`src/inc/gpio_port_cfg.svh`:
```
/*
 * Address map, reset values and widths of the eight-pin port.
 * Assumes a 32-bit AHB-Lite data path with word-aligned registers.
 */
`ifndef GPIO_PORT_CFG_SVH
`define GPIO_PORT_CFG_SVH

`define PIN_COUNT 8
`define ADDR_WORD_LSB 2
`define ADDR_MASK_MSB 9
`define ADDR_DEC_MSB 11
`define OFS_PORT_DATA 12'h000
`define OFS_DATA_LAST 12'h3fc
`define OFS_PIN_DIRECTION 12'h400
`define OFS_IRQ_SENSE 12'h404
`define OFS_IRQ_DUAL_EDGE 12'h408
`define OFS_IRQ_POLARITY 12'h40c
`define OFS_IRQ_MASK 12'h410
`define OFS_IRQ_RAW 12'h414
`define OFS_IRQ_MASKED 12'h418
`define OFS_IRQ_CLEAR 12'h41c
`define RST_PORT_DATA 8'h00
`define RST_PIN_DIRECTION 8'h00
`define RST_IRQ_CFG 8'h00

`endif

```
`src/inc/gpio_port_pkg.sv`:
```
/*
 * Types of the eight-pin port: its whole register state as one struct.
 * Assumes gpio_port_cfg.svh is on the include path.
 */
`include "gpio_port_cfg.svh"

package gpio_port_pkg;

    typedef logic [`PIN_COUNT-1:0] pins_type;

    typedef struct packed {
        pins_type port_data;
        pins_type pin_direction;
        pins_type sense_bits;
        pins_type dual_edge_bits;
        pins_type polarity_bits;
        pins_type irq_mask_enable;
        pins_type irq_raw_status;
        pins_type sync_a;
        pins_type sync_b;
        pins_type sync_prev;
        logic wr_pend;
        logic [`ADDR_DEC_MSB:0] wr_addr;
        logic [31:0] hrdata;
        logic hreadyout;
        logic hresp;
        pins_type pin_out;
        pins_type pin_oe_n;
        pins_type pin_irq;
        logic port_irq;
    } gpio_state_type;

endpackage : gpio_port_pkg

```
`src/gpio_port.sv`:
```
/*
 * Eight-pin general-purpose port with address-masked data access,
 * per-pin direction and edge/level interrupt detection, AHB-Lite slave.
 * Assumes a single 100 MHz clock, asynchronous pin inputs, and a
 * testbench that resolves each pad from pin_out and pin_oe_n.
 */
// The AHB-Lite register port was left to the implementer.
`timescale 1ns/10ps
`default_nettype none
`include "gpio_port_cfg.svh"

// How it works
// - A data write changes only bits whose mask bit, haddr 9:2, is one.
// - A data read gives zero for each bit whose address mask bit is zero.
// - A data read gives written values on outputs, pin levels on inputs.
// - Written data reaches a pin only when the pin is set as an output.
// - The data register answers at 256 word offsets, the offset the mask.
// - Every register keeps its per-pin bits in 7:0, the rest unused.
// - A direction bit of one makes an output; reset makes all inputs.
// - A sense bit of one selects level detection, zero edge detection.
// - In edge mode a dual-edge bit of one flags both edges, any polarity.
// - Polarity one picks rising edges or high levels, zero the opposite.
// - Reset clears sense, dual-edge and polarity: single falling edges.
// - A trigger raises its pin and port interrupt only when unmasked.
// - Raw status is pre-mask; writing one to a clear bit drops its latch.
module gpio_port
    import gpio_port_pkg::*;
(
    input wire logic hclk,
    input wire logic hresetn,
    input wire logic hsel,
    input wire logic [31:0] haddr,
    input wire logic [1:0] htrans,
    input wire logic hwrite,
    input wire logic [2:0] hsize,
    input wire logic [31:0] hwdata,
    input wire logic hready,
    output logic hreadyout,
    output logic [31:0] hrdata,
    output logic hresp,
    input wire logic [`PIN_COUNT-1:0] pin_in,
    output logic [`PIN_COUNT-1:0] pin_out,
    output logic [`PIN_COUNT-1:0] pin_oe_n,
    output logic [`PIN_COUNT-1:0] pin_irq,
    output logic combined_port_irq
);

    gpio_state_type state_r;
    gpio_state_type state_nxt;

    logic addr_take;
    logic [`ADDR_DEC_MSB:0] rd_addr;
    pins_type wr_mask;
    pins_type rd_mask;
    pins_type wdata;
    pins_type clear_bits;
    pins_type rise;
    pins_type fall;
    pins_type edge_hit;
    pins_type level_hit;
    pins_type trigger;
    pins_type data_view;
    logic [31:0] rd_word;

    // Only whole-word transfers are issued; hsize needs no decode
    assign addr_take = hsel & htrans[1] & hready;
    assign rd_addr = haddr[`ADDR_DEC_MSB:0];

    always_comb begin
        state_nxt = state_r;
        wdata = hwdata[`PIN_COUNT-1:0];
        wr_mask = state_r.wr_addr[`ADDR_MASK_MSB:`ADDR_WORD_LSB];
        rd_mask = rd_addr[`ADDR_MASK_MSB:`ADDR_WORD_LSB];
        clear_bits = '0;

        // Second flop feeds logic; first is read by it alone
        state_nxt.sync_a = pin_in;
        state_nxt.sync_b = state_r.sync_a;
        state_nxt.sync_prev = state_r.sync_b;

        // Data phase of a write captured in the previous cycle
        if (state_r.wr_pend) begin
            if (state_r.wr_addr <= `OFS_DATA_LAST) begin
                // Every word offset in the data window is the same register
                state_nxt.port_data = (state_r.port_data & ~wr_mask)
                    | (wdata & wr_mask);
            end else begin
                unique case (state_r.wr_addr)
                    `OFS_PIN_DIRECTION: state_nxt.pin_direction = wdata;
                    `OFS_IRQ_SENSE: state_nxt.sense_bits = wdata;
                    `OFS_IRQ_DUAL_EDGE: state_nxt.dual_edge_bits = wdata;
                    `OFS_IRQ_POLARITY: state_nxt.polarity_bits = wdata;
                    `OFS_IRQ_MASK: state_nxt.irq_mask_enable = wdata;
                    `OFS_IRQ_CLEAR: clear_bits = wdata;
                    default: ;
                endcase
            end
        end

        // Edges from two successive synchronised samples
        rise = state_r.sync_b & ~state_r.sync_prev;
        fall = ~state_r.sync_b & state_r.sync_prev;
        edge_hit = (state_r.dual_edge_bits & (rise | fall))
            | (~state_r.dual_edge_bits
               & ((state_r.polarity_bits & rise)
                  | (~state_r.polarity_bits & fall)));
        level_hit = (state_r.polarity_bits & state_r.sync_b)
            | (~state_r.polarity_bits & ~state_r.sync_b);
        trigger = (state_r.sense_bits & level_hit)
            | (~state_r.sense_bits & edge_hit);

        // Edge latches are sticky and a new edge beats a clear in the same
        // cycle; level pins simply follow the live condition.
        state_nxt.irq_raw_status = trigger
            | (state_r.irq_raw_status & ~clear_bits
               & ~state_r.sense_bits);

        state_nxt.pin_irq = state_nxt.irq_raw_status
            & state_nxt.irq_mask_enable;
        state_nxt.port_irq = |state_nxt.pin_irq;

        // Drive only pins set as outputs; enable is active low
        state_nxt.pin_out = state_nxt.port_data;
        state_nxt.pin_oe_n = ~state_nxt.pin_direction;

        // Read data is built from next state so a read right after a
        // write to the same register sees the written value.
        data_view = (state_nxt.pin_direction & state_nxt.port_data)
            | (~state_nxt.pin_direction & state_r.sync_b);
        rd_word = '0;
        if (rd_addr <= `OFS_DATA_LAST) begin
            rd_word[`PIN_COUNT-1:0] = data_view & rd_mask;
        end else begin
            unique case (rd_addr)
                `OFS_PIN_DIRECTION:
                    rd_word[`PIN_COUNT-1:0] = state_nxt.pin_direction;
                `OFS_IRQ_SENSE:
                    rd_word[`PIN_COUNT-1:0] = state_nxt.sense_bits;
                `OFS_IRQ_DUAL_EDGE:
                    rd_word[`PIN_COUNT-1:0] = state_nxt.dual_edge_bits;
                `OFS_IRQ_POLARITY:
                    rd_word[`PIN_COUNT-1:0] = state_nxt.polarity_bits;
                `OFS_IRQ_MASK:
                    rd_word[`PIN_COUNT-1:0] = state_nxt.irq_mask_enable;
                `OFS_IRQ_RAW:
                    rd_word[`PIN_COUNT-1:0] = state_nxt.irq_raw_status;
                `OFS_IRQ_MASKED:
                    rd_word[`PIN_COUNT-1:0] = state_nxt.pin_irq;
                default: rd_word = '0;
            endcase
        end

        // Zero-wait slave: every transfer completes in one data phase
        state_nxt.wr_pend = addr_take & hwrite;
        state_nxt.wr_addr = {rd_addr[`ADDR_DEC_MSB:`ADDR_WORD_LSB], 2'b00};
        if (addr_take & ~hwrite) begin
            state_nxt.hrdata = rd_word;
        end
        state_nxt.hreadyout = 1'b1;
        state_nxt.hresp = 1'b0;
    end

    always_ff @(posedge hclk or negedge hresetn) begin
        if (!hresetn) begin
            state_r <= '0;
            state_r.port_data <= `RST_PORT_DATA;
            state_r.pin_direction <= `RST_PIN_DIRECTION;
            state_r.sense_bits <= `RST_IRQ_CFG;
            state_r.dual_edge_bits <= `RST_IRQ_CFG;
            state_r.polarity_bits <= `RST_IRQ_CFG;
            // Enables are active low, so they start as the inverse
            state_r.pin_oe_n <= ~`RST_PIN_DIRECTION;
            state_r.hreadyout <= 1'b1;
        end else begin
            state_r <= state_nxt;
        end
    end

    assign hreadyout = state_r.hreadyout;
    assign hrdata = state_r.hrdata;
    assign hresp = state_r.hresp;
    assign pin_out = state_r.pin_out;
    assign pin_oe_n = state_r.pin_oe_n;
    assign pin_irq = state_r.pin_irq;
    assign combined_port_irq = state_r.port_irq;

endmodule : gpio_port

`default_nettype wire

```
`config.mk`:
```
export PLATFORM = sky130hd
export DESIGN_NAME = gpio_port
export DESIGN_NICKNAME = d
export VERILOG_FILES = /design/src/inc/gpio_port_pkg.sv /design/src/gpio_port.sv
export VERILOG_INCLUDE_DIRS = /design/src /design/src/inc
export SDC_FILE = /design/constraint.sdc
export NUM_CORES = 1
export LEC_CHECK = 0
export BUFFER_PORTS_ARGS = -buffer_cell sky130_fd_sc_hd__buf_2
export CAP_MARGIN = 40
export CORE_ASPECT_RATIO = 1.5
export CORE_MARGIN = 10
export CORE_UTILIZATION = 45
export CTS_CLUSTER_SIZE = 20
export DETAILED_ROUTE_END_ITERATION = 8
export PLACE_DENSITY = 0.78
export SLEW_MARGIN = 20
export SYNTH_ARGS = -nofsm -noshare
export SYNTH_HDL_FRONTEND = slang
export SYNTH_SLANG_ARGS = --single-unit
```
`constraint.sdc`:
```
create_clock -name hclk -period 7.6 [get_ports hclk]
set_clock_uncertainty 0.05 [all_clocks]
set_input_delay 0.76 -clock hclk [delete_from_list [all_inputs] [get_ports hclk]]
set_output_delay 0.76 -clock hclk [all_outputs]
set_load 0.005 [all_outputs]
```
==> impl_metrics.csv <==
group,metric,value,unit
power,power.density_cell_area,246.2,mW/mm²
worst_setup_path,max_stage_delay,0.73,ns
route,drt.antenna.violating_nets,0,
power,comb_power_share,7.9,%
route,routed-via-count,3970,
final_layout,final_cell_area,0.006506,mm²
worst_setup_path,worstSetupStartpointType,"register",
worst_setup_path,path_common_cell,"sky130_fd_sc_hd__or4_1",
worst_setup_path,worst_path_arrival,3.46,ns
worst_setup_path,worstRegToRegCells,6,
synth,synthFlopType,"sky130_fd_sc_hd__dfrtp_1",
min_path,hold-path-cell-count,0,
power,netSwitchingPower,367.3,µW
final_layout,post_route_cells_drive_above_1_share,24.13,%
placed_design,dp.cells,699,
final_layout,mostFrequentLayoutCells,"sky130_fd_sc_hd__dfrtp_1, sky130_fd_sc_hd__buf_2, sky130_fd_sc_hd__inv_1",
synth,post_synth_instance_area,0.005675,mm²
power,clock_power_share,49.8,%
route,drt_pre_antenna_iters,5,
final_layout,syn2layout_area_growth,14.64,%
clock_tree,post_cts_hold_buffer_count,0,
floorplanning,row_count,50,
sta,timing_max_transition_violations_final,0,
route,detail_route.iter0.violations,230,
clock_tree,clk_path_buf_depth,2,
sta,setup_total_negative_slack,0,ns
clock_tree,clock_tree_from_tritoncts,"done",
sta,finalCriticalPeriod,3.236,ns
placed_design,gp_congestion,0.8748,
global_routing,globalRouteTotalUtil,16.25,%
status,outcome,"completed",
clock_tree,clk-insertion-delay-late,0.42,ns
worst_setup_path,slowest_stage,"sky130_fd_sc_hd__or4bb_1",
synth,synth_enable_flop_cells,0,
power,total_power,1602,µW
min_path,holdCritPathClass,"register to register",
worst_setup_path,timing.critical_path.cells,"or4bb_1 -> nor4_4 -> a211o_1 -> a21oi_1 -> or4_1 -> or4_1",
run,max_capacitance_violation_count,0,
placed_design,post-dp-hpwl,10.26,mm
floorplanning,standard_cell_core_area,0.01245,mm²
sta,timing.fmax,309.1,MHz
final_layout,regArea,0.002913,mm²
power,seqPwrFrac,42.3,%
synth,synth_seq_area_share,51.32,%
clock_tree,cts.repair_timing.setup_buffer_count,0,
route,route.detailed.vias_per_inst,5.409,
floorplanning,io_pins,141,
synth,synth.lib_cells_used.distinct,59,
power,power_leakage,0.003244,µW
worst_setup_path,setup.worst_path.class,"register to register",
worst_setup_path,kind_of_cell_adding_the_most_delay_to_the_critical_path,"simple AND/OR/NAND/NOR gates",
clock_tree,cts_inserted_buffers,17,
sta,timing.final.setup_violations,0,
power,internal_power,1235,µW
route,drc,0,
worst_setup_path,worstPathMaxFanout,6,
route,totalWireLength,14.28,mm
global_routing,antenna_violations_before_repair,3,
floorplanning,die_h,157.5,µm
clock_tree,clock_tree.root_cell,"sky130_fd_sc_hd__clkbuf_16",
sta,tightest_slew,0.9267,ns
power,sw_frac_of_total,22.93,%
global_routing,grt_pass1_wl,22.12,mm
floorplanning,chip_width,111.7,µm
sta,max_slew_margin,37.75,%
sta,finalCritPeriodShare,42.57,%
final_layout,fin_util,52.26,%
synth,synth-seq-cells,116,
clock_tree,postCtsResizedCells,0,
placed_design,io_buffers,66,
clock_tree,ctsHtreeMaxLevel,4,
floorplanning,floorplan.die_area,0.01760,mm²
synth,fraction_of_registers_with_async_set_or_reset_after_synthesis,100.0,%
synth,postSynthCellCount,512,
global_routing,grt_max_degree,65,
worst_setup_path,cp-end-kind,"register",
clock_tree,cts.sinks,116,
worst_setup_path,crit_cells,6,
worst_setup_path,reg2reg_from,"state_r[64]$_DFF_PN0_",
route,average_detailed_routed_wire_length_per_instance,19.45,µm
final_layout,multi_input_area,0.002156,mm²
clock_tree,clk_pin_slew,0.05,ns
floorplanning,initial_utilization,45.59,%
worst_setup_path,worstPathRequired,7.83,ns
power,vdd_ir_drop_max,0.1621,mV
sta,grt_setup_unrepaired,"false",
global_routing,grt_pass1_vias,4186,
worst_setup_path,critPathBufInv,0,
final_layout,most_frequent_standard_cell_in_the_layout_excluding_fill_and_tap_cells,"sky130_fd_sc_hd__dfrtp_1",
synth,yosysWarningCount,0,
final_layout,design.final.nets,661,
synth,postSynthAreaPerCell,11.08,µm²
placed_design,dpl_cell_area,0.005879,mm²
worst_setup_path,startpoint_of_the_worst_setup_timing_path,"state_r[64]$_DFF_PN0_",
sta,hold_violations,0,
final_layout,layout.filler_cells,1050,
min_path,holdCritStartpoint,"state_nxt[84]$_DFF_PN0_",
final_layout,stdcell_count,734,
global_routing,gr-total-overflow,0,
[power by group through the flow]
stage / clock, µW / combinational [µW] / sequential, µW
floorplan: 0 / 95.6 / 679
global placement: 0 / 119 / 685
detailed placement: 0 / 123 / 687
CTS: 811 / 125 / 677
global route: 841 / 141 / 681
finish: 798 / 126 / 678
[cell type report]
class	count	area share (%)
Sequential cell	116	44.77
Multi-Input combinational cell	293	33.13
Clock buffer	22	7.135
Timing Repair Buffer	74	6.365
Inverter	61	3.519
Tap cell	156	3.000
Clock inverter	10	2.000
Antenna cell	2	0.07692
[synth_stat cells, types with 2 or more instances]
library cell                number  area (µm²)
sky130_fd_sc_hd__o2111ai_1       3       26.28
sky130_fd_sc_hd__a21o_1          5       37.54
sky130_fd_sc_hd__and4_1          2       17.52
sky130_fd_sc_hd__mux2_1          5       56.30
sky130_fd_sc_hd__nand4_1         4       25.02
sky130_fd_sc_hd__nor2_1         23       86.33
sky130_fd_sc_hd__clkbuf_1        4       15.01
sky130_fd_sc_hd__nand3_1         5       25.02
sky130_fd_sc_hd__buf_1           2       7.510
sky130_fd_sc_hd__nand2_1        31       116.4
sky130_fd_sc_hd__dfrtp_1       108        2703
sky130_fd_sc_hd__ha_1           16       200.2
sky130_fd_sc_hd__a32oi_1         2       17.52
sky130_fd_sc_hd__o21ai_0        12       60.06
sky130_fd_sc_hd__xnor2_1         6       52.55
sky130_fd_sc_hd__and2_1          3       18.77
sky130_fd_sc_hd__a31oi_1         5       31.28
sky130_fd_sc_hd__o21ba_1         3       30.03
sky130_fd_sc_hd__o22ai_1        14       87.58
sky130_fd_sc_hd__buf_4          58       435.4
sky130_fd_sc_hd__nor3_1         10       50.05
sky130_fd_sc_hd__dfstp_2         8       210.2
sky130_fd_sc_hd__o22a_1          2       17.52
sky130_fd_sc_hd__or3_1           2       12.51
sky130_fd_sc_hd__o21bai_1        2       15.01
sky130_fd_sc_hd__a21oi_1         7       35.03
sky130_fd_sc_hd__nor4_1          3       18.77
sky130_fd_sc_hd__xor2_1          2       17.52
sky130_fd_sc_hd__mux2i_1        36       360.4
sky130_fd_sc_hd__mux2_2         16       180.2
sky130_fd_sc_hd__conb_1          2       7.510
sky130_fd_sc_hd__nand2b_1        4       25.02
sky130_fd_sc_hd__or4_1           4       30.03
sky130_fd_sc_hd__nor2b_1         8       50.05
sky130_fd_sc_hd__inv_1          61       229.0
sky130_fd_sc_hd__o41ai_2         2       32.53
sky130_fd_sc_hd__nor4_4          3       63.81
sky130_fd_sc_hd__a211oi_1        6       45.04
sky130_fd_sc_hd__o211ai_1        3       22.52
[flip-flops by register name, summed over array words and instances, names as in the netlist]
| signal | count |
|---|---|
| state_r | 67 |
| pin_irq | 8 |
| pin_oe_n | 8 |
| state_nxt | 16 |
| pin_out | 8 |
| combined_port_irq | 1 |
| hrdata | 8 |
[routing by layer]
layer  up-vias  wire length (µm)  GRT usage [%]
met1      1931              5221          16.23
met3        59              1102          5.524
met5         -                13              0
met4         2               761          12.28
met2       201              7177          27.43
li1       1777                 -              -
[cells by family (layout without fill, tap and decap cells)]
| family | count (synthesis) | after routing | synth area share, % |
|---|---|---|---|
| AO/OA/AOI/OAI | 76 | 76 | 9.766 |
| XOR/XNOR | 8 | 8 | 1.235 |
| adder cells (fa/ha/maj) | 16 | 16 | 3.527 |
| buffers and inverters | 127 | 167 | 12.39 |
| flip-flops | 116 | 116 | 51.32 |
| multiplexers | 57 | 57 | 10.52 |
| other | 2 | 28 | 0.1323 |
| AND/OR/NAND/NOR | 110 | 110 | 11.11 |
[metrics by stage]
step / hold WS (ns) / worst slack (ns)
global route: 0.3008 / 4.306
detailed placement: 0.2847 / 4.400
finish: 0.2952 / 4.364
floorplan: 0.2812 / 4.869
global placement: 0.2832 / 4.384
CTS: 0.2969 / 4.392
[worst paths after layout]
path                                                to  slack [ns]
max in group asynchronous        pin_oe_n[5]$_DFF_PN1_        6.18
max                        combined_port_irq$_DFF_PN0_        4.36
min                            state_nxt[76]$_DFF_PN0_        0.30
min reg2reg                    state_nxt[76]$_DFF_PN0_        0.30
max reg2reg                combined_port_irq$_DFF_PN0_        4.36
min in group asynchronous      state_nxt[76]$_DFF_PN0_        0.32
No activity file was read; power rests on OpenSTA's default activity.
